===== config.mk =====
export PLATFORM = sky130hd
export DESIGN_NAME = rsq_top
export DESIGN_NICKNAME = d
export VERILOG_FILES = /design/src/include/rsq_pkg.sv /design/src/rsq_channel.sv /design/src/rsq_top.sv
export SDC_FILE = /design/constraint.sdc
export NUM_CORES = 1
export LEC_CHECK = 0
export ABC_AREA = 1
export BUFFER_PORTS_ARGS = -buffer_cell sky130_fd_sc_hd__buf_4
export CAP_MARGIN = 20
export CORE_MARGIN = 1.5
export CORE_UTILIZATION = 45
export CTS_CLUSTER_SIZE = 12
export DETAILED_ROUTE_END_ITERATION = 10
export GPL_TIMING_DRIVEN = 1
export PLACE_DENSITY = 0.65
export SYNTH_ARGS = -nofsm -noshare
export SYNTH_HDL_FRONTEND = slang
export SYNTH_SLANG_ARGS = --single-unit

===== constraint.sdc =====
create_clock -name clk_sys -period 2.4 [get_ports clk_sys]
set_input_delay 0.12 -clock clk_sys [delete_from_list [all_inputs] [get_ports clk_sys]]
set_output_delay 0.12 -clock clk_sys [all_outputs]
set_load 0.01 [all_outputs]

===== src/include/rsq_pkg.sv =====
/*
  constants for the rail sequencing register block: register offsets,
  field positions, reset values, timebase figures and channel states.
  assumes a 25 MHz system clock.
*/
package rsq_pkg;

  // ==========================================================
  // register offsets
  localparam logic [7:0] LINREG1_CONTROL_OFS = 8'h09;
  localparam logic [7:0] LINREG0_LEVEL_OFS = 8'h0A;
  localparam logic [7:0] LINREG1_LEVEL_OFS = 8'h0B;
  localparam logic [7:0] CONV0_SEQ_OFS = 8'h0C;
  localparam logic [7:0] CONV1_SEQ_OFS = 8'h0D;
  localparam logic [7:0] LINREG0_SEQ_OFS = 8'h0E;
  localparam logic [7:0] LINREG1_SEQ_OFS = 8'h0F;
  localparam logic [7:0] AUX_OUT_SEQ_OFS = 8'h10;
  localparam logic [7:0] CONFIG_OFS = 8'h13;

  // ==========================================================
  // field positions
  localparam int ON_BIT_POS = 0;
  localparam int PIN_GATE_POS = 1;
  localparam int BLEED_BIT_POS = 2;
  localparam int LEVEL_MSB = 4;
  localparam int ON_WAIT_MSB = 3;
  localparam int OFF_WAIT_LSB = 4;
  localparam int OFF_WAIT_MSB = 7;
  localparam int START_SCALE_POS = 6;
  localparam int STOP_SCALE_POS = 5;

  // ==========================================================
  // reset values
  localparam logic [7:0] LINREG1_CONTROL_RST = 8'h04;
  localparam logic [7:0] LEVEL_RST = 8'h00;
  localparam logic [7:0] SEQ_RST = 8'h00;
  localparam logic [7:0] CONFIG_RST = 8'h00;
  localparam logic [7:0] READ_NONE = 8'h00;

  // ==========================================================
  // timebase
  localparam int CLK_PERIOD_NS = 40;
  localparam int STEP_TIME_NS = 500000;
  localparam int STEP_CYCLES = STEP_TIME_NS / CLK_PERIOD_NS;
  localparam int STEP_CNT_W = 14;
  localparam int WAIT_W = 4;
  localparam logic [WAIT_W-1:0] WAIT_ZERO = 4'h0;
  localparam logic [WAIT_W-1:0] WAIT_ONE = 4'h1;

  // ==========================================================
  // sequencing channel states
  typedef enum logic [3:0] {
    RSQ_OFF = 4'b0001,
    RSQ_WAIT_ON = 4'b0010,
    RSQ_ON = 4'b0100,
    RSQ_WAIT_OFF = 4'b1000
  } rsq_state_t;

endpackage


===== src/rsq_channel.sv =====
/*
  one sequencing channel: raises its run output a programmed number of
  steps after the enable pin rises and drops it a programmed number of
  steps after it falls.
  assumes edge pulses and step ticks are one-cycle pulses on clk_sys.
*/
`timescale 1ns/10ps
module rsq_channel (
  input wire logic clk_sys,
  input wire logic reset,
  input wire logic en_rise,
  input wire logic en_fall,
  input wire logic tick_on,
  input wire logic tick_off,
  input wire logic [rsq_pkg::WAIT_W-1:0] on_wait,
  input wire logic [rsq_pkg::WAIT_W-1:0] off_wait,
  output logic run
);

  rsq_pkg::rsq_state_t state;
  rsq_pkg::rsq_state_t next_state;
  logic [rsq_pkg::WAIT_W-1:0] steps;
  logic [rsq_pkg::WAIT_W-1:0] next_steps;
  logic [rsq_pkg::WAIT_W-1:0] steps_inc;
  logic next_run;

  assign steps_inc = steps + rsq_pkg::WAIT_ONE;
  // waits hold the present level, so an aborted start never pulses the output on
  // and an aborted stop never drops it
  assign next_run = (next_state == rsq_pkg::RSQ_ON) || ((next_state != rsq_pkg::RSQ_OFF) && run);

  // ==========================================================
  // next state
  always_comb begin
    next_state = state;
    next_steps = steps;
    if (en_rise) begin
      next_steps = rsq_pkg::WAIT_ZERO;
      next_state = (on_wait == rsq_pkg::WAIT_ZERO) ? rsq_pkg::RSQ_ON : rsq_pkg::RSQ_WAIT_ON;
    end else if (en_fall) begin
      next_steps = rsq_pkg::WAIT_ZERO;
      next_state = (off_wait == rsq_pkg::WAIT_ZERO) ? rsq_pkg::RSQ_OFF : rsq_pkg::RSQ_WAIT_OFF;
    end else begin
      unique case (state)
        rsq_pkg::RSQ_WAIT_ON: begin
          if (tick_on) begin
            next_steps = steps_inc;
            if (steps_inc >= on_wait) begin
              next_state = rsq_pkg::RSQ_ON;
            end
          end
        end
        rsq_pkg::RSQ_WAIT_OFF: begin
          if (tick_off) begin
            next_steps = steps_inc;
            if (steps_inc >= off_wait) begin
              next_state = rsq_pkg::RSQ_OFF;
            end
          end
        end
        rsq_pkg::RSQ_OFF, rsq_pkg::RSQ_ON: begin
          next_steps = steps;
        end
        default: begin
          next_state = rsq_pkg::RSQ_OFF;
        end
      endcase
    end
  end

  // ==========================================================
  // registers
  always_ff @(posedge clk_sys) begin
    if (reset) begin
      state <= rsq_pkg::RSQ_OFF;
      steps <= rsq_pkg::WAIT_ZERO;
      run <= 1'b0;
    end else begin
      state <= next_state;
      steps <= next_steps;
      run <= next_run;
    end
  end

endmodule


===== src/rsq_top.sv =====
/*
  rail sequencing registers: level codes, second linear rail control and
  delay-sequenced enables for two converters, two linear rails and the
  auxiliary output.
  assumes a serial-interface engine elsewhere turns host transfers into
  byte writes and reads on the register port, all on clk_sys.
*/
// Contract
// - second linear rail off unless on-bit set
// - pin gate ands enable pin into rail
// - bleed resistor on when rail off, resets set
// - five-bit level code, reserved bits reset zero
// - converter start delay from pin rise, low nibble
// - linear rail start delay from pin rise
// - converter stop delay from pin fall, high nibble
// - linear rail stop delay from pin fall
// - aux output falls delayed after pin fall
// - start step 0.5 ms, 1 ms if selected
// - stop step 0.5 ms, 1 ms if selected
// - scale selects in config bits 6, 5
// - aux output rises delayed after pin rise
`timescale 1ns/10ps
module rsq_top #(
  parameter int STEP_CYCLES = rsq_pkg::STEP_CYCLES
) (
  input wire logic clk_sys,
  input wire logic reset,
  input wire logic en_pin,
  input wire logic [7:0] reg_addr,
  input wire logic reg_wr,
  input wire logic [7:0] reg_wdata,
  output logic [7:0] reg_rdata,
  output logic conv0_run,
  output logic conv1_run,
  output logic linreg0_run,
  output logic linreg1_run,
  output logic linreg1_bleed,
  output logic aux_out,
  output logic [rsq_pkg::LEVEL_MSB:0] linreg0_level_code,
  output logic [rsq_pkg::LEVEL_MSB:0] linreg1_level_code
);

  localparam int NCH = 5;
  localparam logic [rsq_pkg::STEP_CNT_W-1:0] STEP_LAST = rsq_pkg::STEP_CNT_W'(STEP_CYCLES - 1);
  localparam logic [rsq_pkg::STEP_CNT_W-1:0] STEP_ZERO = '0;
  localparam logic [rsq_pkg::STEP_CNT_W-1:0] STEP_ONE = rsq_pkg::STEP_CNT_W'(1);

  // ==========================================================
  // registers
  logic [7:0] linreg1_control;
  logic [7:0] linreg0_level;
  logic [7:0] linreg1_level;
  logic [7:0] conv0_sequence_delays;
  logic [7:0] conv1_sequence_delays;
  logic [7:0] linreg0_sequence_delays;
  logic [7:0] linreg1_sequence_delays;
  logic [7:0] aux_out_sequence_delays;
  logic [7:0] config_reg;

  wire wr_ctrl = reg_wr && (reg_addr == rsq_pkg::LINREG1_CONTROL_OFS);
  wire wr_lvl0 = reg_wr && (reg_addr == rsq_pkg::LINREG0_LEVEL_OFS);
  wire wr_lvl1 = reg_wr && (reg_addr == rsq_pkg::LINREG1_LEVEL_OFS);
  wire wr_c0 = reg_wr && (reg_addr == rsq_pkg::CONV0_SEQ_OFS);
  wire wr_c1 = reg_wr && (reg_addr == rsq_pkg::CONV1_SEQ_OFS);
  wire wr_l0 = reg_wr && (reg_addr == rsq_pkg::LINREG0_SEQ_OFS);
  wire wr_l1 = reg_wr && (reg_addr == rsq_pkg::LINREG1_SEQ_OFS);
  wire wr_aux = reg_wr && (reg_addr == rsq_pkg::AUX_OUT_SEQ_OFS);
  wire wr_cfg = reg_wr && (reg_addr == rsq_pkg::CONFIG_OFS);

  always_ff @(posedge clk_sys) begin
    if (reset) begin
      linreg1_control <= rsq_pkg::LINREG1_CONTROL_RST;
    end else if (wr_ctrl) begin
      linreg1_control <= reg_wdata;
    end
  end

  always_ff @(posedge clk_sys) begin
    if (reset) begin
      linreg0_level <= rsq_pkg::LEVEL_RST;
    end else if (wr_lvl0) begin
      linreg0_level <= reg_wdata;
    end
  end

  always_ff @(posedge clk_sys) begin
    if (reset) begin
      linreg1_level <= rsq_pkg::LEVEL_RST;
    end else if (wr_lvl1) begin
      linreg1_level <= reg_wdata;
    end
  end

  always_ff @(posedge clk_sys) begin
    if (reset) begin
      conv0_sequence_delays <= rsq_pkg::SEQ_RST;
    end else if (wr_c0) begin
      conv0_sequence_delays <= reg_wdata;
    end
  end

  always_ff @(posedge clk_sys) begin
    if (reset) begin
      conv1_sequence_delays <= rsq_pkg::SEQ_RST;
    end else if (wr_c1) begin
      conv1_sequence_delays <= reg_wdata;
    end
  end

  always_ff @(posedge clk_sys) begin
    if (reset) begin
      linreg0_sequence_delays <= rsq_pkg::SEQ_RST;
    end else if (wr_l0) begin
      linreg0_sequence_delays <= reg_wdata;
    end
  end

  always_ff @(posedge clk_sys) begin
    if (reset) begin
      linreg1_sequence_delays <= rsq_pkg::SEQ_RST;
    end else if (wr_l1) begin
      linreg1_sequence_delays <= reg_wdata;
    end
  end

  always_ff @(posedge clk_sys) begin
    if (reset) begin
      aux_out_sequence_delays <= rsq_pkg::SEQ_RST;
    end else if (wr_aux) begin
      aux_out_sequence_delays <= reg_wdata;
    end
  end

  always_ff @(posedge clk_sys) begin
    if (reset) begin
      config_reg <= rsq_pkg::CONFIG_RST;
    end else if (wr_cfg) begin
      config_reg <= reg_wdata;
    end
  end

  // ==========================================================
  // read mux, unmapped offsets read zero
  logic [7:0] next_rdata;
  always_comb begin
    unique case (reg_addr)
      rsq_pkg::LINREG1_CONTROL_OFS: next_rdata = linreg1_control;
      rsq_pkg::LINREG0_LEVEL_OFS: next_rdata = linreg0_level;
      rsq_pkg::LINREG1_LEVEL_OFS: next_rdata = linreg1_level;
      rsq_pkg::CONV0_SEQ_OFS: next_rdata = conv0_sequence_delays;
      rsq_pkg::CONV1_SEQ_OFS: next_rdata = conv1_sequence_delays;
      rsq_pkg::LINREG0_SEQ_OFS: next_rdata = linreg0_sequence_delays;
      rsq_pkg::LINREG1_SEQ_OFS: next_rdata = linreg1_sequence_delays;
      rsq_pkg::AUX_OUT_SEQ_OFS: next_rdata = aux_out_sequence_delays;
      rsq_pkg::CONFIG_OFS: next_rdata = config_reg;
      default: next_rdata = rsq_pkg::READ_NONE;
    endcase
  end

  always_ff @(posedge clk_sys) begin
    if (reset) begin
      reg_rdata <= rsq_pkg::READ_NONE;
    end else begin
      reg_rdata <= next_rdata;
    end
  end

  // ==========================================================
  // field decode
  wire linreg1_on_bit = linreg1_control[rsq_pkg::ON_BIT_POS];
  wire linreg1_pin_gate = linreg1_control[rsq_pkg::PIN_GATE_POS];
  wire linreg1_bleed_bit = linreg1_control[rsq_pkg::BLEED_BIT_POS];
  wire start_scale = config_reg[rsq_pkg::START_SCALE_POS];
  wire stop_scale = config_reg[rsq_pkg::STOP_SCALE_POS];

  // reserved upper bits are stored but never reach the regulators
  // codes 0x1A-0x1F are passed through as written; the host must avoid them
  assign linreg0_level_code = linreg0_level[rsq_pkg::LEVEL_MSB:0];
  assign linreg1_level_code = linreg1_level[rsq_pkg::LEVEL_MSB:0];

  // ==========================================================
  // enable pin synchroniser and edges
  logic en_meta;
  logic en_sync;
  logic en_prev;
  always_ff @(posedge clk_sys) begin
    if (reset) begin
      en_meta <= 1'b0;
      en_sync <= 1'b0;
      en_prev <= 1'b0;
    end else begin
      en_meta <= en_pin;
      en_sync <= en_meta;
      en_prev <= en_sync;
    end
  end
  wire en_rise = en_sync && !en_prev;
  wire en_fall = !en_sync && en_prev;

  // ==========================================================
  // step timebase, restarted on each pin edge so the first step is whole
  logic [rsq_pkg::STEP_CNT_W-1:0] step_cnt;
  logic half_phase;
  wire half_tick = (step_cnt == STEP_LAST);
  wire ms_tick = half_tick && half_phase;
  wire tick_on = start_scale ? ms_tick : half_tick;
  wire tick_off = stop_scale ? ms_tick : half_tick;

  always_ff @(posedge clk_sys) begin
    if (reset || en_rise || en_fall) begin
      step_cnt <= STEP_ZERO;
      half_phase <= 1'b0;
    end else if (half_tick) begin
      step_cnt <= STEP_ZERO;
      half_phase <= !half_phase;
    end else begin
      step_cnt <= step_cnt + STEP_ONE;
    end
  end

  // ==========================================================
  // sequencing channels: conv0, conv1, linreg0, linreg1, aux_out
  logic [NCH-1:0] seq_run;

  rsq_channel u_ch_conv0 (
    .clk_sys(clk_sys),
    .reset(reset),
    .en_rise(en_rise),
    .en_fall(en_fall),
    .tick_on(tick_on),
    .tick_off(tick_off),
    .on_wait(conv0_sequence_delays[rsq_pkg::ON_WAIT_MSB:0]),
    .off_wait(conv0_sequence_delays[rsq_pkg::OFF_WAIT_MSB:rsq_pkg::OFF_WAIT_LSB]),
    .run(seq_run[0])
  );

  rsq_channel u_ch_conv1 (
    .clk_sys(clk_sys),
    .reset(reset),
    .en_rise(en_rise),
    .en_fall(en_fall),
    .tick_on(tick_on),
    .tick_off(tick_off),
    .on_wait(conv1_sequence_delays[rsq_pkg::ON_WAIT_MSB:0]),
    .off_wait(conv1_sequence_delays[rsq_pkg::OFF_WAIT_MSB:rsq_pkg::OFF_WAIT_LSB]),
    .run(seq_run[1])
  );

  rsq_channel u_ch_linreg0 (
    .clk_sys(clk_sys),
    .reset(reset),
    .en_rise(en_rise),
    .en_fall(en_fall),
    .tick_on(tick_on),
    .tick_off(tick_off),
    .on_wait(linreg0_sequence_delays[rsq_pkg::ON_WAIT_MSB:0]),
    .off_wait(linreg0_sequence_delays[rsq_pkg::OFF_WAIT_MSB:rsq_pkg::OFF_WAIT_LSB]),
    .run(seq_run[2])
  );

  rsq_channel u_ch_linreg1 (
    .clk_sys(clk_sys),
    .reset(reset),
    .en_rise(en_rise),
    .en_fall(en_fall),
    .tick_on(tick_on),
    .tick_off(tick_off),
    .on_wait(linreg1_sequence_delays[rsq_pkg::ON_WAIT_MSB:0]),
    .off_wait(linreg1_sequence_delays[rsq_pkg::OFF_WAIT_MSB:rsq_pkg::OFF_WAIT_LSB]),
    .run(seq_run[3])
  );

  rsq_channel u_ch_aux_out (
    .clk_sys(clk_sys),
    .reset(reset),
    .en_rise(en_rise),
    .en_fall(en_fall),
    .tick_on(tick_on),
    .tick_off(tick_off),
    .on_wait(aux_out_sequence_delays[rsq_pkg::ON_WAIT_MSB:0]),
    .off_wait(aux_out_sequence_delays[rsq_pkg::OFF_WAIT_MSB:rsq_pkg::OFF_WAIT_LSB]),
    .run(seq_run[4])
  );

  // ==========================================================
  // rail outputs
  // with the pin gate and on-bit set the rail follows the sequenced pin state
  wire linreg1_allow = linreg1_pin_gate ? seq_run[3] : 1'b1;
  wire next_linreg1_run = linreg1_on_bit && linreg1_allow;

  always_ff @(posedge clk_sys) begin
    if (reset) begin
      conv0_run <= 1'b0;
      conv1_run <= 1'b0;
      linreg0_run <= 1'b0;
      linreg1_run <= 1'b0;
      linreg1_bleed <= 1'b0;
      aux_out <= 1'b0;
    end else begin
      conv0_run <= seq_run[0];
      conv1_run <= seq_run[1];
      linreg0_run <= seq_run[2];
      linreg1_run <= next_linreg1_run;
      linreg1_bleed <= !next_linreg1_run && linreg1_bleed_bit;
      aux_out <= seq_run[4];
    end
  end

endmodule


==> impl_metrics.ini <==
[setup_path]
arrival_ns = 2.46
cp_max_fo = 6
rr_worst_depth = 11
worstSetupPathType = reg2reg
startpoint_type = register
required_ns = 2.76
cp-end-kind = register

[logic_synthesis]
synth_common_cells = inv_1 (171), nand2_1 (157), dfxtp_1 (149)
postSynthAreaPerCell_sq_um = 7.18
ys_warn_count = 0
yosysMostFrequentCell = inv_1
synth_area_leaders = dfxtp_1 (40%), a21oi_1 (9.0%), inv_1 (8.5%)
synth_flop_cell = dfxtp_1
yosys.area.top_type_share_pct = 39.6
yosysUniqueCellTypes = 41
synth-edff-count = 0
yosysTopAreaCell = dfxtp_1
synth_seq_area_share_pct = 39.6
syn_area_sq_mm = 0.00753
synth_nets = 1114
async_flop_share_pct = 0
netlist_instances = 1048
synth_seq_cells = 149

[clock_network]
cts_buffer_depth = 2
postCtsHoldBufs = 2
htree_levels = 4
clkTransAtPathRegs_ns = 0.06
clk_latency_ns = 0.43
post_cts_buffers = 0
cts_buffers = 17
cts_resized = 0
root_buffer = clkbuf_16
cts_tree = built
clock_sinks = 149

[timing]
setup_violations = 0
rsz0062_at_grt = false
final_max_slew_viol_count = 0
slew_headroom_pct = 55.2
max_clock_freq_mhz = 477
hold_violations = 0
tightestPinTransition_ns = 0.672
skew_ns = 0.00917
period_share_pct = 87.3
finalSetupTns_ns = 0
min_period_ns = 2.10

[power]
power_leakage_nw = 3.67
p_total_w = 0.00566
power.density_mw_per_mm2 = 650
ir_drop_mv = 0.499

[global_routing]
grt_max_degree = 77
grt_usage_pct = 23.4
first_global_vias = 6334
antenna_found_initial = 0
overflow = 0
grt_pass1_wl_mm = 32.1

[min_path]
hold_depth = 3
hold_path.class = in2reg

[floorplanning]
die_area_sq_mm = 0.0175
initial_core_util_pct = 45.7
die_width_um = 132
row_count = 47
die_h_um = 132
ioPinCount = 44
core_area_sq_mm = 0.0165

[route]
drt_iter0_markers = 611
drc = 0
routedWlPerCell_um = 15.0
viasPerCell = 5.21
vias = 6893
drtAntennaViolNets = 0
first_pass_iters = 6
drt-total-wl_mm = 19.9

[final_layout]
layout-area-overhead-vs-synth_pct = 15.6
drive_above_1_share_pct = 9.98
diodes = 0
regMostFlops = step_cnt
nNetsFinal = 1155
seq_area_sq_mm = 0.00298
largest_reg_flops = 14
multiInputGateArea_sq_mm = 0.00370
nFillCells = 1629

[placed_design]
portBuffers = 43
place_congestion = 0.872
place.detailed.hpwl_mm = 14.6

[run_status]
status = finished, final reports clean

[run]
maxCapViolations = 0
critical path, stage by stage (launching register included):
cell      delay, ns
dfxtp_1        0.45
nand3_1        0.12
xnor2_1        0.37
ha_1           0.35
nand2_1        0.08
o21bai_1       0.11
nand3_1        0.10
nand3_1        0.09
nand2_1        0.07
nand3_1        0.10
nand3_1        0.07
a21oi_1        0.12
stage by stage:
step	cell area, sq um	hold slack (ns)	worst slack [ns]	utilization, %	std cells
final	8700	0.0241	0.305	52.8	1322
after global routing	8700	0.0373	0.149	52.8	1322
after CTS	8700	0.00720	0.336	52.8	1322
after detailed placement	8040	0.331	0.367	48.8	1288
after global placement	8040	0.326	0.360	48.8	1288
after floorplan	7530	0.227	0.665	-	1048
where the power goes:
group	switching [W]	internal, W
registers	0.0000132	0.00250
clock network	0.00106	0.00185
logic	0.000164	0.0000762
cells by family (layout without fill, tap and decap cells):
kind of cell	Yosys count	after routing	share of synthesized area, %
AOI/OAI and AO/OA	260	260	18.3
DFF	149	149	39.6
adders and majority gates	46	46	7.65
buffers and inverters	212	266	11.2
and+or+nand+nor	370	370	21.9
xor gates and xnor gates	11	11	1.28
metal layers:
metal	vias up	share of wire (%)	global-route usage [%]
met4	0	2.4	8.55
met2	187	47	38.4
li1	3539	-	-
met5	-	0	0
met3	45	5.0	4.00
met1	3122	46	31.0
final timing paths:
check / start / end / slack (ns)
min reg2reg: en_meta / en_sync / 0.41
max reg2reg: u_ch_linreg1.steps[0] / u_ch_linreg1.run / 0.30
max: u_ch_linreg1.steps[0] / u_ch_linreg1.run / 0.30
min: reg_wdata[2] / linreg1_control[2] / 0.02
placed cells by master, fill, tap and decap left out, types with 2 or more instances in the layout:
cell,synthesis,final
nand2_1,157,157
a21oi_1,136,136
ha_1,46,46
nor3_2,2,2
nand3_1,61,61
buf_4,11,57
clkbuf_1,20,3
clkinv_2,1,3
clkbuf_16,0,17
o21bai_1,2,2
nand2_2,5,5
inv_2,3,3
dlygate4sd3_1,0,2
nor2_4,2,2
bufinv_16,0,5
dfxtp_1,149,149
clkinv_4,0,3
a41oi_1,3,3
or2_0,2,2
nor3_1,25,25
nor2_2,5,5
a21boi_0,2,2
a31oi_1,3,3
xnor2_1,5,5
nor2_1,83,83
inv_1,171,170
or2_2,2,2
xor2_1,6,6
o21ai_0,84,84
o22ai_1,24,24
a211oi_1,2,2
nor4_1,3,3
nand4_1,17,17
final cells by class:
cell class | instances | share of cell area (%)
clock buffer | 20 | 5.02
clock inverter | 12 | 2.33
inverter | 175 | 7.56
multi-input combinational | 687 | 42.5
sequential | 149 | 34.3
tap | 220 | 3.16
timing repair buffer | 59 | 5.15
Note: power is estimated with default switching activity, not from simulation.
